$ cat src/pkg/kms_cfg.svh
`ifndef KMS_CFG_SVH
`define KMS_CFG_SVH

// Register byte offsets
`define KMS_OFS_CTRL 8'h00
`define KMS_OFS_STATUS 8'h04
`define KMS_OFS_KEYDATA 8'h08
`define KMS_OFS_MODCODE 8'h0c
`define KMS_OFS_MODSTATE 8'h10
`define KMS_OFS_DEBUG 8'h14

// Control fields
`define KMS_CTRL_EN_BIT 0
`define KMS_CTRL_COLS_LSB 8
`define KMS_CTRL_ROWS_LSB 16
`define KMS_CTRL_RST 32'h0008_1400
`define KMS_MODCODE_RST 32'hffff_ffff

// Status fields
`define KMS_ST_GHOST_BIT 0
`define KMS_ST_OVF_BIT 1
`define KMS_ST_AVAIL_BIT 2
`define KMS_ST_COUNT_LSB 3
`define KMS_ST_CLKREQ_BIT 8
`define KMS_ST_STATE_LSB 9

// Key data fields
`define KMS_KD_RELEASE_BIT 8
`define KMS_KD_VALID_BIT 31

// Matrix limits
`define KMS_MAX_COLS 20
`define KMS_MAX_ROWS 8
`define KMS_FIFO_DEPTH 16

// Timing
`define KMS_CLK_HZ 100000000
`define KMS_SCAN_HZ 128000
`define KMS_TICK_CYC (`KMS_CLK_HZ / `KMS_SCAN_HZ)
`define KMS_FILT_TAPS 3

// Bus answers
`define KMS_RESP_OKAY 2'b00
`define KMS_RESP_SLVERR 2'b10

`endif

$ cat src/pkg/kms_pkg.sv
package kms_pkg;

	typedef enum logic [1:0] {
		KMS_IDLE = 2'b00,
		KMS_SCAN = 2'b01,
		KMS_SCAN_END = 2'b11
	} kms_state_type;

	typedef logic [7:0] kms_key_idx_type;

endpackage

$ cat src/core/kms_key_buffer.sv
`timescale 1ns/1ps
module kms_key_buffer #(
	parameter int WIDTH = 9,
	parameter int DEPTH = 16,
	parameter int AW = $clog2(DEPTH)
) (
	input wire logic clk,
	input wire logic rst,
	input wire logic wrEn,
	input wire logic [AW-1:0] wrAddr,
	input wire logic [WIDTH-1:0] wrData,
	input wire logic [AW-1:0] rdAddr,
	output logic [WIDTH-1:0] rdData
);

	logic [WIDTH-1:0] mem [DEPTH];

	always_ff @(posedge clk) begin
		if (wrEn) begin
			mem[wrAddr] <= wrData;
		end
	end

	// Registered read; a fresh write shows one edge later
	always_ff @(posedge clk) begin
		if (rst) begin
			rdData <= '0;
		end else begin
			rdData <= mem[rdAddr];
		end
	end

endmodule

$ cat src/core/kms_key_matrix_scanner.sv
`timescale 1ns/1ps
`include "kms_cfg.svh"
// Contract
// - Column count programmable from one to twenty; only configured columns scanned.
// - Row count programmable from one to eight; up to 160 keys in sequence.
// - Detected key codes go into a sixteen-entry key-code buffer.
// - One key position per 128 kHz tick, plus three settle ticks per column; full matrix in about 1.7 ms.
// - Any number of keys reported; the later ghost-involved key locked out, earlier column keys reported.
// - Buffered entries stay until read by the host; new codes dropped while buffer full.
// - Row inputs debounced and glitch filtered before a key counts.
// - Clock request raised so the shared 128 kHz oscillator runs.
// - Disabled scanner keeps its clock request low always.
// - Request dropped with no keys pressed, raised again on a keypress.
// - Machine starts idle; idle drives every column output high.
// - Idle row transition raises clock request and enters scan.
// - Idle clears the row-hit register and key-index counter.
// - Row counter steps to count minus one, wraps, advances column.
// - Both counters terminal moves the machine to scan-end.
// - Key-index counter advances per scanned key position.
// - Key index checked against modifier codes; non-modifiers buffered.
// - Row-hit register ORs column rows when column has two or more hits.
// - Key on a row already set in the row-hit register sets ghost status bit.
// - Scan-end rescans if any key seen, else idle and drop request.
module kms_key_matrix_scanner
	import kms_pkg::*;
#(
	parameter int NUM_COLS = `KMS_MAX_COLS,
	parameter int NUM_ROWS = `KMS_MAX_ROWS,
	parameter int FIFO_DEPTH = `KMS_FIFO_DEPTH,
	parameter int TICK_CYC = `KMS_TICK_CYC,
	parameter int FILT_TAPS = `KMS_FILT_TAPS
) (
	input wire logic clk,
	input wire logic rst,
	input wire logic [7:0] s_axi_awaddr,
	input wire logic s_axi_awvalid,
	output logic s_axi_awready,
	input wire logic [31:0] s_axi_wdata,
	input wire logic [3:0] s_axi_wstrb,
	input wire logic s_axi_wvalid,
	output logic s_axi_wready,
	output logic [1:0] s_axi_bresp,
	output logic s_axi_bvalid,
	input wire logic s_axi_bready,
	input wire logic [7:0] s_axi_araddr,
	input wire logic s_axi_arvalid,
	output logic s_axi_arready,
	output logic [31:0] s_axi_rdata,
	output logic [1:0] s_axi_rresp,
	output logic s_axi_rvalid,
	input wire logic s_axi_rready,
	input wire logic [NUM_ROWS-1:0] rowIn,
	output logic [NUM_COLS-1:0] colDrive,
	output logic clkReq
);

	localparam int AW = $clog2(FIFO_DEPTH);
	localparam int NKEYS = NUM_COLS * NUM_ROWS;
	localparam logic [NUM_ROWS-1:0] ROW_ONE = {{(NUM_ROWS-1){1'b0}}, 1'b1};
	localparam logic [NUM_COLS-1:0] COL_ONE = {{(NUM_COLS-1){1'b0}}, 1'b1};

	function automatic logic [4:0] clampCount(input logic [4:0] v, input logic [4:0] maxV);
		if (v == 5'h00) begin
			return 5'h01;
		end
		return (v > maxV) ? maxV : v;
	endfunction

	function automatic logic isMapped(input logic [7:0] a);
		return a == `KMS_OFS_CTRL || a == `KMS_OFS_STATUS || a == `KMS_OFS_KEYDATA ||
			a == `KMS_OFS_MODCODE || a == `KMS_OFS_MODSTATE || a == `KMS_OFS_DEBUG;
	endfunction

	function automatic logic [31:0] applyStrb(input logic [31:0] old, input logic [31:0] nw,
		input logic [3:0] strb);
		logic [31:0] r;
		r = old;
		for (int i = 0; i < 4; i++) begin
			if (strb[i]) begin
				r[8*i +: 8] = nw[8*i +: 8];
			end
		end
		return r;
	endfunction

	function automatic logic [3:0] modMatch(input logic [31:0] codes, input logic [7:0] idx);
		logic [3:0] m;
		m = 4'h0;
		for (int i = 0; i < 4; i++) begin
			m[i] = codes[8*i +: 8] == idx;
		end
		return m;
	endfunction

	logic [NUM_ROWS-1:0] rowMeta_q;
	logic [NUM_ROWS-1:0] rowSync_q;
	logic [NUM_ROWS-1:0] rowPrev_q;
	logic [NUM_ROWS-1:0][FILT_TAPS-1:0] filt_q;
	logic [NUM_ROWS-1:0] rowFilt;
	logic [31:0] ctrl_q;
	logic [31:0] modCode_q;
	logic [3:0] modState_q;
	logic ghost_q;
	logic ovf_q;
	kms_state_type state_q;
	logic [15:0] tick_q;
	logic scanTick;
	logic [2:0] rowIdx_q;
	logic [4:0] colIdx_q;
	kms_key_idx_type keyIdx_q;
	logic [NUM_ROWS-1:0] rowHit_q;
	logic [NUM_ROWS-1:0] colHits_q;
	logic [NUM_ROWS-1:0] colHitsNext;
	logic [2:0] settle_q;
	logic anyKey_q;
	logic [NKEYS-1:0] keyMap_q;
	logic [NUM_COLS-1:0] colDrive_q;
	logic enable;
	logic [4:0] colCnt;
	logic [4:0] rowCnt;
	logic lastRow;
	logic lastCol;
	logic keyStep;
	logic hit;
	logic ghostHit;
	logic keyChange;
	logic multiHit;
	logic [3:0] modHits;
	logic push;
	logic pop;
	logic [8:0] pushData;
	logic [8:0] headData;
	logic [AW:0] wptr_q;
	logic [AW:0] wptrSeen_q;
	logic [AW:0] rptr_q;
	logic [AW:0] fill;
	logic [AW:0] avail;
	logic full;
	logic awHeld_q;
	logic wHeld_q;
	logic [7:0] awAddr_q;
	logic [31:0] wData_q;
	logic [3:0] wStrb_q;
	logic doWrite;
	logic bvalid_q;
	logic [1:0] bresp_q;
	logic rvalid_q;
	logic [1:0] rresp_q;
	logic [31:0] rdata_q;
	logic [31:0] rdMux;
	logic arTake;

	assign enable = ctrl_q[`KMS_CTRL_EN_BIT];
	assign colCnt = clampCount(ctrl_q[`KMS_CTRL_COLS_LSB +: 5], 5'(NUM_COLS));
	assign rowCnt = clampCount({1'b0, ctrl_q[`KMS_CTRL_ROWS_LSB +: 4]}, 5'(NUM_ROWS));
	assign lastRow = rowIdx_q == 3'(rowCnt - 5'h01);
	assign lastCol = colIdx_q == (colCnt - 5'h01);

	always_ff @(posedge clk) begin
		if (rst) begin
			rowMeta_q <= '0;
			rowSync_q <= '0;
			rowPrev_q <= '0;
		end else begin
			rowMeta_q <= rowIn;
			rowSync_q <= rowMeta_q;
			rowPrev_q <= rowSync_q;
		end
	end

	// row must read high on every recent tick
	generate
		for (genvar g = 0; g < NUM_ROWS; g++) begin : g_filt
			always_ff @(posedge clk) begin
				if (rst) begin
					filt_q[g] <= '0;
				end else if (scanTick) begin
					filt_q[g] <= {filt_q[g][FILT_TAPS-2:0], rowSync_q[g]};
				end
			end
			assign rowFilt[g] = &filt_q[g];
		end
	endgenerate

	// request only while enabled and busy
	assign clkReq = enable && (state_q != KMS_IDLE);

	// Stands in for the gated 128 kHz clock; frozen while request is low
	// one key position per tick
	assign scanTick = clkReq && (tick_q == 16'(TICK_CYC - 1));
	always_ff @(posedge clk) begin
		if (rst || !clkReq || scanTick) begin
			tick_q <= '0;
		end else begin
			tick_q <= tick_q + 16'h0001;
		end
	end

	assign keyStep = (state_q == KMS_SCAN) && scanTick && (settle_q == 3'h0);
	assign hit = rowFilt[rowIdx_q];
	assign ghostHit = hit && rowHit_q[rowIdx_q];
	// ghost-involved keys cannot register a press; a release still passes
	assign keyChange = keyStep && (hit != keyMap_q[keyIdx_q]) && !ghostHit;
	assign modHits = modMatch(modCode_q, keyIdx_q);
	assign push = keyChange && (modHits == 4'h0);
	assign pushData = {~hit, keyIdx_q};
	assign colHitsNext = colHits_q | ({{(NUM_ROWS-1){1'b0}}, hit} << rowIdx_q);
	assign multiHit = (colHitsNext & (colHitsNext - ROW_ONE)) != '0;

	always_ff @(posedge clk) begin
		if (rst || !enable) begin
			state_q <= KMS_IDLE;
		end else begin
			case (state_q)
				KMS_IDLE: begin
					if (rowSync_q != rowPrev_q) begin
						state_q <= KMS_SCAN;
					end
				end
				KMS_SCAN: begin
					if (keyStep && lastRow && lastCol) begin
						state_q <= KMS_SCAN_END;
					end
				end
				KMS_SCAN_END: begin
					state_q <= anyKey_q ? KMS_SCAN : KMS_IDLE;
				end
				default: begin
					state_q <= KMS_IDLE;
				end
			endcase
		end
	end

	always_ff @(posedge clk) begin
		if (rst || state_q != KMS_SCAN) begin
			rowIdx_q <= '0;
			colIdx_q <= '0;
			keyIdx_q <= '0;
			colHits_q <= '0;
			settle_q <= 3'(FILT_TAPS);
		end else if (scanTick) begin
			if (settle_q != 3'h0) begin
				settle_q <= settle_q - 3'h1;
			end else begin
				keyIdx_q <= keyIdx_q + 8'h01;
				if (lastRow) begin
					rowIdx_q <= '0;
					colHits_q <= '0;
					settle_q <= 3'(FILT_TAPS);
					if (!lastCol) begin
						colIdx_q <= colIdx_q + 5'h01;
					end
				end else begin
					rowIdx_q <= rowIdx_q + 3'h1;
					colHits_q <= colHitsNext;
				end
			end
		end
	end

	always_ff @(posedge clk) begin
		if (rst || state_q != KMS_SCAN) begin
			rowHit_q <= '0;
		end else if (keyStep && lastRow && multiHit) begin
			rowHit_q <= rowHit_q | colHitsNext;
		end
	end

	// Scan-end reads this before it clears
	always_ff @(posedge clk) begin
		if (rst || state_q != KMS_SCAN) begin
			anyKey_q <= 1'b0;
		end else if (keyStep && hit) begin
			anyKey_q <= 1'b1;
		end
	end

	always_ff @(posedge clk) begin
		if (rst) begin
			keyMap_q <= '0;
		end else if (keyChange) begin
			keyMap_q[keyIdx_q] <= hit;
		end
	end

	always_ff @(posedge clk) begin
		if (rst) begin
			modState_q <= 4'h0;
		end else if (keyChange) begin
			modState_q <= hit ? (modState_q | modHits) : (modState_q & ~modHits);
		end
	end

	always_ff @(posedge clk) begin
		if (rst) begin
			colDrive_q <= '1;
		end else if (state_q == KMS_SCAN) begin
			colDrive_q <= COL_ONE << colIdx_q;
		end else begin
			colDrive_q <= '1;
		end
	end
	assign colDrive = colDrive_q;

	kms_key_buffer #(
		.WIDTH(9),
		.DEPTH(FIFO_DEPTH)
	) u_buf (
		.clk(clk),
		.rst(rst),
		.wrEn(push && !full),
		.wrAddr(wptr_q[AW-1:0]),
		.wrData(pushData),
		.rdAddr(rptr_q[AW-1:0]),
		.rdData(headData)
	);

	assign fill = wptr_q - rptr_q;
	assign full = fill == (AW+1)'(FIFO_DEPTH);
	// Lagging pointer hides entries until the registered read shows them
	assign avail = wptrSeen_q - rptr_q;
	assign pop = arTake && (s_axi_araddr == `KMS_OFS_KEYDATA) && (avail != '0);

	always_ff @(posedge clk) begin
		if (rst) begin
			wptr_q <= '0;
			wptrSeen_q <= '0;
			rptr_q <= '0;
		end else begin
			wptrSeen_q <= wptr_q;
			if (push && !full) begin
				wptr_q <= wptr_q + 1'b1;
			end
			// entries leave only on host read
			if (pop) begin
				rptr_q <= rptr_q + 1'b1;
			end
		end
	end

	// ghost flag, set wins over clear
	always_ff @(posedge clk) begin
		if (rst) begin
			ghost_q <= 1'b0;
		end else if (keyStep && ghostHit) begin
			ghost_q <= 1'b1;
		end else if (doWrite && awAddr_q == `KMS_OFS_STATUS && wStrb_q[0] &&
			wData_q[`KMS_ST_GHOST_BIT]) begin
			ghost_q <= 1'b0;
		end
	end

	// sticky overflow, set wins over clear
	always_ff @(posedge clk) begin
		if (rst) begin
			ovf_q <= 1'b0;
		end else if (push && full) begin
			ovf_q <= 1'b1;
		end else if (doWrite && awAddr_q == `KMS_OFS_STATUS && wStrb_q[0] &&
			wData_q[`KMS_ST_OVF_BIT]) begin
			ovf_q <= 1'b0;
		end
	end

	assign s_axi_awready = !awHeld_q && !bvalid_q;
	assign s_axi_wready = !wHeld_q && !bvalid_q;
	assign doWrite = awHeld_q && wHeld_q && !bvalid_q;

	always_ff @(posedge clk) begin
		if (rst) begin
			awHeld_q <= 1'b0;
			wHeld_q <= 1'b0;
			awAddr_q <= '0;
			wData_q <= '0;
			wStrb_q <= '0;
		end else if (doWrite) begin
			awHeld_q <= 1'b0;
			wHeld_q <= 1'b0;
		end else begin
			if (s_axi_awvalid && s_axi_awready) begin
				awHeld_q <= 1'b1;
				awAddr_q <= s_axi_awaddr;
			end
			if (s_axi_wvalid && s_axi_wready) begin
				wHeld_q <= 1'b1;
				wData_q <= s_axi_wdata;
				wStrb_q <= s_axi_wstrb;
			end
		end
	end

	always_ff @(posedge clk) begin
		if (rst) begin
			bvalid_q <= 1'b0;
			bresp_q <= `KMS_RESP_OKAY;
		end else if (doWrite) begin
			bvalid_q <= 1'b1;
			bresp_q <= isMapped(awAddr_q) ? `KMS_RESP_OKAY : `KMS_RESP_SLVERR;
		end else if (s_axi_bready) begin
			bvalid_q <= 1'b0;
		end
	end
	assign s_axi_bvalid = bvalid_q;
	assign s_axi_bresp = bresp_q;

	always_ff @(posedge clk) begin
		if (rst) begin
			ctrl_q <= `KMS_CTRL_RST;
			modCode_q <= `KMS_MODCODE_RST;
		end else if (doWrite && awAddr_q == `KMS_OFS_CTRL) begin
			ctrl_q <= applyStrb(ctrl_q, wData_q, wStrb_q);
		end else if (doWrite && awAddr_q == `KMS_OFS_MODCODE) begin
			modCode_q <= applyStrb(modCode_q, wData_q, wStrb_q);
		end
	end

	always_comb begin
		rdMux = 32'h0000_0000;
		case (s_axi_araddr)
			`KMS_OFS_CTRL: rdMux = ctrl_q;
			`KMS_OFS_STATUS: begin
				rdMux[`KMS_ST_GHOST_BIT] = ghost_q;
				rdMux[`KMS_ST_OVF_BIT] = ovf_q;
				rdMux[`KMS_ST_AVAIL_BIT] = avail != '0;
				rdMux[`KMS_ST_COUNT_LSB +: 5] = 5'(avail);
				rdMux[`KMS_ST_CLKREQ_BIT] = clkReq;
				rdMux[`KMS_ST_STATE_LSB +: 2] = state_q;
			end
			`KMS_OFS_KEYDATA: begin
				if (avail != '0) begin
					rdMux[8:0] = headData;
					rdMux[`KMS_KD_VALID_BIT] = 1'b1;
				end
			end
			`KMS_OFS_MODCODE: rdMux = modCode_q;
			`KMS_OFS_MODSTATE: rdMux[3:0] = modState_q;
			`KMS_OFS_DEBUG: rdMux = {8'h00, 8'(rowHit_q), 8'(colIdx_q), keyIdx_q};
			default: rdMux = 32'h0000_0000;
		endcase
	end

	assign s_axi_arready = !rvalid_q;
	assign arTake = s_axi_arvalid && !rvalid_q;

	always_ff @(posedge clk) begin
		if (rst) begin
			rvalid_q <= 1'b0;
			rdata_q <= '0;
			rresp_q <= `KMS_RESP_OKAY;
		end else if (arTake) begin
			rvalid_q <= 1'b1;
			rdata_q <= rdMux;
			rresp_q <= isMapped(s_axi_araddr) ? `KMS_RESP_OKAY : `KMS_RESP_SLVERR;
		end else if (s_axi_rready) begin
			rvalid_q <= 1'b0;
		end
	end
	assign s_axi_rvalid = rvalid_q;
	assign s_axi_rdata = rdata_q;
	assign s_axi_rresp = rresp_q;

endmodule

$ cat config.mk
export PLATFORM = sky130hd
export DESIGN_NAME = kms_key_matrix_scanner
export DESIGN_NICKNAME = d
export VERILOG_FILES = /design/src/pkg/kms_pkg.sv /design/src/core/kms_key_buffer.sv /design/src/core/kms_key_matrix_scanner.sv
export VERILOG_INCLUDE_DIRS = /design/src /design/src/pkg
export SDC_FILE = /design/constraint.sdc
export NUM_CORES = 1
export LEC_CHECK = 0
export ABC_CLOCK_PERIOD_IN_PS = 6150
export BUFFER_PORTS_ARGS = -buffer_cell sky130_fd_sc_hd__buf_2
export CAP_MARGIN = 20
export CELL_PAD_IN_SITES_DETAIL_PLACEMENT = 1
export CELL_PAD_IN_SITES_GLOBAL_PLACEMENT = 1
export CORE_MARGIN = 3
export CORE_UTILIZATION = 45
export CTS_BUF_LIST = sky130_fd_sc_hd__clkbuf_2 sky130_fd_sc_hd__clkbuf_4 sky130_fd_sc_hd__clkbuf_8
export CTS_CLUSTER_SIZE = 40
export DETAILED_ROUTE_END_ITERATION = 8
export GPL_TIMING_DRIVEN = 0
export HOLD_SLACK_MARGIN = 0.1
export PLACE_DENSITY = 0.86
export RECOVER_POWER = 50
export SYNTH_ARGS = -nofsm -noshare
export SYNTH_HDL_FRONTEND = slang
export SYNTH_SLANG_ARGS = --single-unit
$ cat constraint.sdc
create_clock -name clk -period 6.15 [get_ports clk]
set_input_delay 1.23 -clock clk [delete_from_list [all_inputs] [get_ports clk]]
set_output_delay 1.23 -clock clk [all_outputs]
set_load 0.05 [all_outputs]
# Yosys cells after proc, flatten, opt, wreduce, memory -nomap -nowiden
# Memory sizes are Yosys's and may differ from the RTL's. A register that Yosys moved wholly into a read port is not among the register bits.
# Cells that the tools add are included.
# totals
regBits	451
mem_bits_rw	144
inputBits	67
output_inout_bits	62
word_cells	241
n_memories	1
# memory_table
name	words	word_bits	read_ports	rd_clocked_by_memory_dff	wr	line_no	text
u_buf.mem	16	9	1	1	1	kms_key_buffer.sv:16	logic [WIDTH-1:0] mem [DEPTH];
# op_classes
add_sub_neg	12
order_cmp	5
n_eq_ne	25
shifts	2
muxes	45
n_bitwise	12
reduce_logical	93
# ops
op	n
$bwmux 160	1
$pmux 20 s3	1
$reduce_and 3->1	12
$eq 8x4->1 const B	4
$eq 8x5->1 const B	4
$eq 8x8->1	4
$logic_and 1x1->1	31
$pmux 5 s5	1
$pmux 4 s6	1
$shl 1x5->20 const A	1
$mux 1	18
$mux 3	6
$reduce_and 2->1	9
$add 16x1->16 const B	1
$eq 16x10->1 const B	1
$eq 8x3->1 const B	2
$logic_not 8->1	2
$or 8x8->8	2
$add 5x1->5 const B	3
$mux 5	3
$logic_or 1x1->1	14
$reduce_bool 2->1	6
$sub 5x5->5	2
$lt 8x9->1 const B	1
44 further kinds	64

# Longest topological paths before layout
# Gate-level depths: netlist of run 1.
# depth
ltp_word	11
mapped_depth	14
mapped_depth_nobuf	11

# By module
# A second synthesis of run 1 with hierarchy kept.
# hier_totals
cells_unflattened	2681
area_unflattened_um2	26268.9
# by_module_without_submodules
module	n_inst	cells_per_inst	area_each_um2	seq_area_each_um2
kms_key_matrix_scanner	1	2376	20337.0	8988.6
kms_key_buffer	1	305	5931.9	4504.3

# Worst setup path after synthesis of run 1
# Ideal clock, no wire load.
# synth_path
path_type	reg2reg
startpoint	register keyIdx_q[0]
endpoint	memory u_buf.mem[15][0] (enable)
setup_ps	403
arrival_time_ps	3706
required_time_ps	5747
path_slack_ps	2041
stages_incl_launch_ff	9
n_path_buf	1
period_less_slack_ps	4109
cell_sequence	dfxtp_1 buf_4 mux4_2 mux4_2 a22oi_2 o2111ai_1 nand3_1 nor2b_1 nor4b_1
# synth_between
elab_chain_cells	9
word_cells_on_any_way	14
classes_between	5 x eq/ne; 4 x mux; 5 x reduce/logical
# synth_lines
element	line_no	text
from (decl)	kms_key_matrix_scanner.sv:110	kms_key_idx_type keyIdx_q;
from (signal assigned)	kms_key_matrix_scanner.sv:246	keyIdx_q <= keyIdx_q + 8'h01;
$bmux 1 s8	kms_key_matrix_scanner.sv:203	assign keyChange = keyStep && (hit != keyMap_q[keyIdx_q]) && !ghostHit;
$mux 1 (implied by the code)	kms_key_matrix_scanner.sv:203	
$ne 1x1->1	kms_key_matrix_scanner.sv:203	
$logic_and 1x1->1 (2 in series)	kms_key_matrix_scanner.sv:203	
$logic_and 1x1->1 (*)	kms_key_matrix_scanner.sv:205	assign push = keyChange && (modHits == 4'h0);
$logic_and 1x1->1 (*)	kms_key_matrix_scanner.sv:312	.wrEn(push && !full),
$mux 1 (*)	kms_key_buffer.sv:19	if (wrEn) begin
$mux 1 (implied by the code) (*)	kms_key_buffer.sv:20	mem[wrAddr] <= wrData;
to (decl)	kms_key_buffer.sv:16	
# Mark *: on every way between the ends. The rest lies on a longest branch, timed or not. The select of a mux whose other input is x is not followed.

# Worst setup path after layout of run 1
# layout_path
startpoint	register keyIdx_q[1]
endpoint	memory u_buf.mem[1][7] (enable)
# The elaborated chain is that of the path after synthesis.

==> results.yml, run 1 <==
run_status:
  status: "finished clean"
clocking:
  cts_tree: "built"
  clkLatencyLatePin_ns: 0.73
  clk_path_buf_depth: 3
  clk_pin_slew_ns: 0.06
  htree_levels: 3
  cts_setup_buffers: 0
  root_buffer: "clkbuf_8"
  cts.sinks: 602
  numCtsBuffers: 98
  post_cts_resized: 0
  cts_hold_buf: 0
timing:
  relSlewSlack: 0.246
  max_freq_mhz: 183
  report.final.slew_viol_count: 0
  clock_skew_ns: 0.0508
  grt_setup_unrepaired: "false"
  final_hold_viol_count: 0
  tns_ns: 0
  fin_crit_ns: 5.47
  tightestPinTransition_ns: 1.13
  setup_violations: 0
  min_period_over_period: 0.889
critical_path:
  timing_worst_setup_path_type: "flip-flop to flip-flop"
  rr_worst_depth: 12
  arrival_ns: 5.79
  crit_fanout: 19
  worstSetupStartpointType: "flip-flop"
  required_ns: 6.47
  endpoint_kind: "flip-flop"
route:
  num_vias: 23900
  drtAntennaViolNets: 0
  drt-vias-per-instance: 6.48
  drtPass1Iterations: 6
  wirelength_mm: 100
  drtIter0Drc: 2603
  routedWlPerCell_um: 27.1
  drc: 0
power:
  power_leakage_uw: 0.00982
  peakVddDrop_v: 0.000203
  powerDensity_nw_per_um2: 274
  p_total_uw: 8260
final_layout:
  multi_input_area_um2: 11900
  mostFrequentLayoutCell: "dfxtp_1"
  seqCellArea_um2: 13500
  drive_gt1_frac: 0.140
  nets: 2943
  antenna_cells: 0
  final_cell_mix: "458 x dfxtp_1, 290 x nand2_1, 235 x clkbuf_1, 195 x a21oi_1, 144 x edfxtp_1"
  syn_to_final_growth_pct: 14.2
  fill_cells: 6478
floorplanning:
  core_um2: 57900
  die_y_um: 248
  dieArea_um2: 61700
  ios: 129
  die_w_um: 248
  start_util: 0.456
  rows: 88
global_route:
  grt_max_degree: 26
  track_usage: 0.320
  grt_overflow_total: 0
  grt_pass1_wl_mm: 150
  grt_antenna_before_repair: 1
  grt_pass1_vias: 25100
worst_hold_path:
  holdPathStages: 1
  hp-class: "flip-flop to flip-flop"
flow_run:
  drv_cap: 0
synth:
  yosysWarnings: 0
  async_flop_share: 0
  synth_top_family_by_area: "simple AND/OR/NAND/NOR gates"
  synth_cells: 2613
  synth_cell_types: 80
  seq_area_frac_synth: 0.510
  ys_ff_latch: 602
  synth.area.mux_share: 0.0822
  synth_compound_area_frac: 0.160
  yosys.area_share.simple: 0.163
  yosys.area_share.adder: 0.0153
  synthFlopType: "dfxtp_1"
  synth_area_per_cell_um2: 10.1
  synth_edf_count: 144
  synthesis.area_um2: 26400
  synth_xor_area_frac: 0.0275
placement:
  gp_congestion: 0.949
  hpwl_mm: 69.2
  io_buffers: 125
==> synth_stat cells (14+ instances only) <==
| cell type | number | area share |
|---|---|---|
| buf_2 | 18 | 0.0034 |
| a22oi_1 | 17 | 0.0048 |
| nand2_1 | 290 | 0.041 |
| nand4_1 | 17 | 0.0040 |
| mux2i_1 | 14 | 0.0053 |
| nand2b_1 | 16 | 0.0038 |
| inv_1 | 37 | 0.0053 |
| dfxtp_1 | 458 | 0.35 |
| nand3_1 | 93 | 0.018 |
| a21oi_1 | 195 | 0.037 |
| buf_4 | 16 | 0.0045 |
| clkbuf_1 | 170 | 0.024 |
| a211oi_1 | 130 | 0.037 |
| and4_1 | 19 | 0.0063 |
| o21ai_0 | 68 | 0.013 |
| xor2_1 | 53 | 0.018 |
| and3_1 | 41 | 0.0097 |
| nor4_1 | 26 | 0.0062 |
| nor3_1 | 131 | 0.025 |
| a221oi_1 | 15 | 0.0050 |
| a222oi_1 | 16 | 0.0061 |
| a211o_1 | 33 | 0.011 |
| xnor2_1 | 28 | 0.0093 |
| a31oi_1 | 99 | 0.023 |
| nor2_1 | 136 | 0.019 |
| nor2b_1 | 50 | 0.012 |
| and2_1 | 19 | 0.0045 |
| edfxtp_1 | 144 | 0.16 |
| ha_1 | 30 | 0.014 |
| mux4_2 | 85 | 0.072 |
==> stage by stage <==
step / util / hold WS, ns / area [um^2] / instances / setup slack (ns)
2_1_floorplan: - / 0.414 / 26400 / 2614 / 2.04
3_3_place_gp: 0.484 / 0.426 / 28000 / 3504 / 0.211
3_5_place_dp: 0.484 / 0.440 / 28100 / 3507 / 0.894
4_1_cts: 0.522 / 0.459 / 30200 / 3687 / 0.832
5_1_grt: 0.521 / 0.473 / 30200 / 3690 / 0.521
6_report: 0.521 / 0.457 / 30200 / 3690 / 0.685
==> power by group <==
group | total [uW] | switching (uW) | internal (uW)
Sequential | 4110 | 35.6 | 4070
Combinational | 290 | 220 | 70.2
Clock | 3860 | 1720 | 2140
==> registers in the layout, summed over array words and instances (netlist names), 3 cells and up, named ones only <==
register,flops
filt_q,24
wptr_q,5
colHits_q,8
rowIdx_q,3
rptr_q,5
u_buf.mem,144
rowPrev_q,8
u_buf.rdData,9
awAddr_q,8
tick_q,16
wStrb_q,4
keyMap_q,160
s_axi_rdata,32
wData_q,32
ctrl_q,32
rowHit_q,8
colDrive,20
colIdx_q,5
settle_q,3
wptrSeen_q,5
keyIdx_q,8
modCode_q,32
rowMeta_q,8
rowSync_q,8
==> per-layer routing <==
layer | vias to the layer above | part of all wire | global-route usage
met2 | 1371 | 0.47 | 0.530
li1 | 10200 | - | -
met5 | - | 0.00013 | 0
met3 | 458 | 0.083 | 0.0651
met4 | 2 | 0.070 | 0.200
met1 | 11900 | 0.38 | 0.381
==> critical path, stage by stage (launching register included) <==
cell       delay [ns]
dfxtp_1          0.85
buf_4            0.33
buf_2            0.38
buf_2            0.54
mux4_2           0.41
o22ai_1          0.16
nand2_1          0.08
o211ai_1         0.20
o2111ai_1        0.32
nand3_1          0.22
nor2b_1          0.46
clkbuf_1         0.44
and4_1           0.64
==> final cells by class <==
type                            count  share of cell area
Multi-Input combinational cell   1751               0.393
Timing Repair Buffer              131              0.0194
Clock buffer                      168              0.0677
Buffer                            220              0.0308
Clock inverter                     12             0.00477
Sequential cell                   602               0.447
Tap cell                          765              0.0317
Inverter                           41             0.00510
==> path summary, 6_finish.rpt <==
check        slack (ns)               to          from
max reg2reg        0.68  u_buf.mem[1][7]   keyIdx_q[1]
min reg2reg        0.46     rowSync_q[3]  rowMeta_q[3]
max                0.68  u_buf.mem[1][7]   keyIdx_q[1]
min                0.46     rowSync_q[3]  rowMeta_q[3]
==> kinds of logic after synthesis <==
kind of cell | Yosys count
AND/OR/NAND/NOR | 884
XOR/XNOR | 82
flip-flops | 602
multiplexers | 109
other | 1
AO/OA/AOI/OAI | 642
adder cells (fa/ha/maj) | 32
buffers and inverters | 261
Note: power is estimated with default switching activity, not from simulation.
==> inputs of run 2 (changes only) <==
CORE_ASPECT_RATIO = 0.75   (was unset)
CTS_BUF_LIST = unset   (was sky130_fd_sc_hd__clkbuf_2 sky130_fd_sc_hd__clkbuf_4 sky130_fd_sc_hd__clkbuf_8)
==> results.yml, run 2 (synthesis results as in run 1) <==
run_status:
  status: "finished clean"
worst_hold_path:
  hp-class: "flip-flop to flip-flop"
  hold_start: "tick_q[0]"
  holdPathStages: 1
  hold_end: "tick_q[0]"
route:
  drtAntennaViolNets: 0
  wirelength_mm: 101
  drtPass1Iterations: 6
  routedWlPerCell_um: 27.9
  drt-vias-per-instance: 6.52
  drc: 0
  num_vias: 23700
  drtIter0Drc: 2648
power:
  powerDensity_nw_per_um2: 270
  power_leakage_uw: 0.00961
  peakVddDrop_v: 0.000224
floorplanning:
  ios: 129
  die_y_um: 216
  rows: 76
  die_w_um: 286
  dieArea_um2: 61700
  core_um2: 57700
  start_util: 0.458
final_layout:
  top_register: "keyMap_q"
  design_area_um2: 30000
  reg_top3: "keyMap_q (160), u_buf.mem (144)"
  syn_to_final_growth_pct: 13.3
  nets: 2903
  final_cells: 3633
  fill_cells: 6467
  multi_input_area_um2: 11900
  seqCellArea_um2: 13500
  mostFrequentLayoutCell: "dfxtp_1"
  drive_gt1_frac: 0.112
  final_cell_mix: "458 x dfxtp_1, 290 x nand2_1, 250 x clkbuf_1, 195 x a21oi_1, 144 x edfxtp_1"
  largest_register_ffs: 160
  antenna_cells: 0
timing:
  tns_ns: 0
  relSlewSlack: 0.201
  setup_violations: 0
  clock_skew_ns: 0.0460
  fin_crit_ns: 5.58
  tightestPinTransition_ns: 1.20
  report.final.slew_viol_count: 0
  max_freq_mhz: 179
  min_period_over_period: 0.907
  final_hold_viol_count: 0
  grt_setup_unrepaired: "false"
global_route:
  grt_pass1_vias: 24200
  grt_pass1_wl_mm: 151
  track_usage: 0.320
  grt_antenna_before_repair: 1
  grt_overflow_total: 0
  grt_max_degree: 26
flow_run:
  drv_cap: 0
clocking:
  cts_tree: "built"
  cts.sinks: 602
  cts_hold_buf: 0
  numCtsBuffers: 59
  cts_setup_buffers: 0
  post_cts_resized: 0
  clk_path_buf_depth: 3
  clk_pin_slew_ns: 0.07
  clkLatencyLatePin_ns: 0.66
  root_buffer: "clkbuf_16"
  htree_levels: 2
placement:
  placed_area_um2: 28100
  io_buffers: 125
  place_inst: 3521
  gp_congestion: 0.956
  hpwl_mm: 70.7
critical_path:
  worstSetupStartpointType: "flip-flop"
  endpoint_kind: "flip-flop"
  timing_worst_setup_path_type: "flip-flop to flip-flop"
  arrival_ns: 5.85
  worstReg2RegStart: "keyIdx_q[1]"
  crit_fanout: 19
  rr_worst_depth: 12
  r2r_slack_ns: 0.57
  required_ns: 6.42
  worstReg2RegEnd: "u_buf.mem[7][5]"
run 2: cell count changes in the layout (fill, tap and decap cells not counted), moves of 2 or more:
cell	change
clkinv_2	+10
clkinv_16	+2
clkbuf_1	+15
bufinv_16	+2
clkbuf_8	-114
clkinv_1	+3
clkbuf_4	-43
clkbuf_16	+59
clkinv_8	-3
run 2: critical path, cell delays in order (launching register included):
cell       delay, ns
dfxtp_1         0.93
buf_4           0.37
buf_2           0.36
buf_2           0.48
mux4_2          0.44
o22ai_1         0.16
nand2_1         0.08
o211ai_1        0.20
o2111ai_1       0.38
nand3_1         0.26
nor2b_1         0.44
clkbuf_1        0.38
and4_1          0.70
run 2: worst max-delay path by stage:
stage	slack [ns]	endpoint	startpoint	cells after the start
global placement	0.41	u_buf.mem[15][8]	keyIdx_q[1]	11
global route	0.56	u_buf.mem[2][8]	keyIdx_q[1]	12
finish	0.57	u_buf.mem[7][5]	keyIdx_q[1]	12
CTS	0.85	u_buf.mem[7][5]	keyIdx_q[1]	12
floorplan	2.04	u_buf.mem[15][0]	keyIdx_q[0]	8
detailed placement	0.88	u_buf.mem[2][6]	keyIdx_q[1]	12
run 2: per-layer routing:
layer / vias up / track usage / part of all wire
met5: - / 0 / 0.000089
met4: 2 / 0.131 / 0.041
met3: 307 / 0.0782 / 0.11
met2: 1463 / 0.498 / 0.45
met1: 11900 / 0.429 / 0.40
li1: 10100 / - / -
run 2: power by group:
group          internal, uW  switching [uW]
Clock                  2030            1640
Combinational          71.0             221
Sequential             4070            45.1
Total                  6180            1900
run 2: per-stage QoR:
| stage | hold slack (ns) | util | power [uW] | worst slack, ns |
|---|---|---|---|---|
| floorplan | 0.414 | - | 4360 | 2.04 |
| global placement | 0.431 | 0.486 | 4470 | 0.412 |
| detailed placement | 0.442 | 0.486 | 4490 | 0.885 |
| CTS | 0.466 | 0.520 | 8090 | 0.852 |
| global route | 0.479 | 0.519 | 8290 | 0.555 |
| finish | 0.462 | 0.519 | 8080 | 0.573 |
run 2: final cells by class:
class | instances | share of cell area
clock buffers | 86 | 0.0564
inverters | 41 | 0.00514
flip-flops and latches | 602 | 0.451
plain buffers | 220 | 0.0311
repair buffers | 130 | 0.0197
clock inverters | 23 | 0.00810
multi-input cells | 1751 | 0.396
well taps | 780 | 0.0326
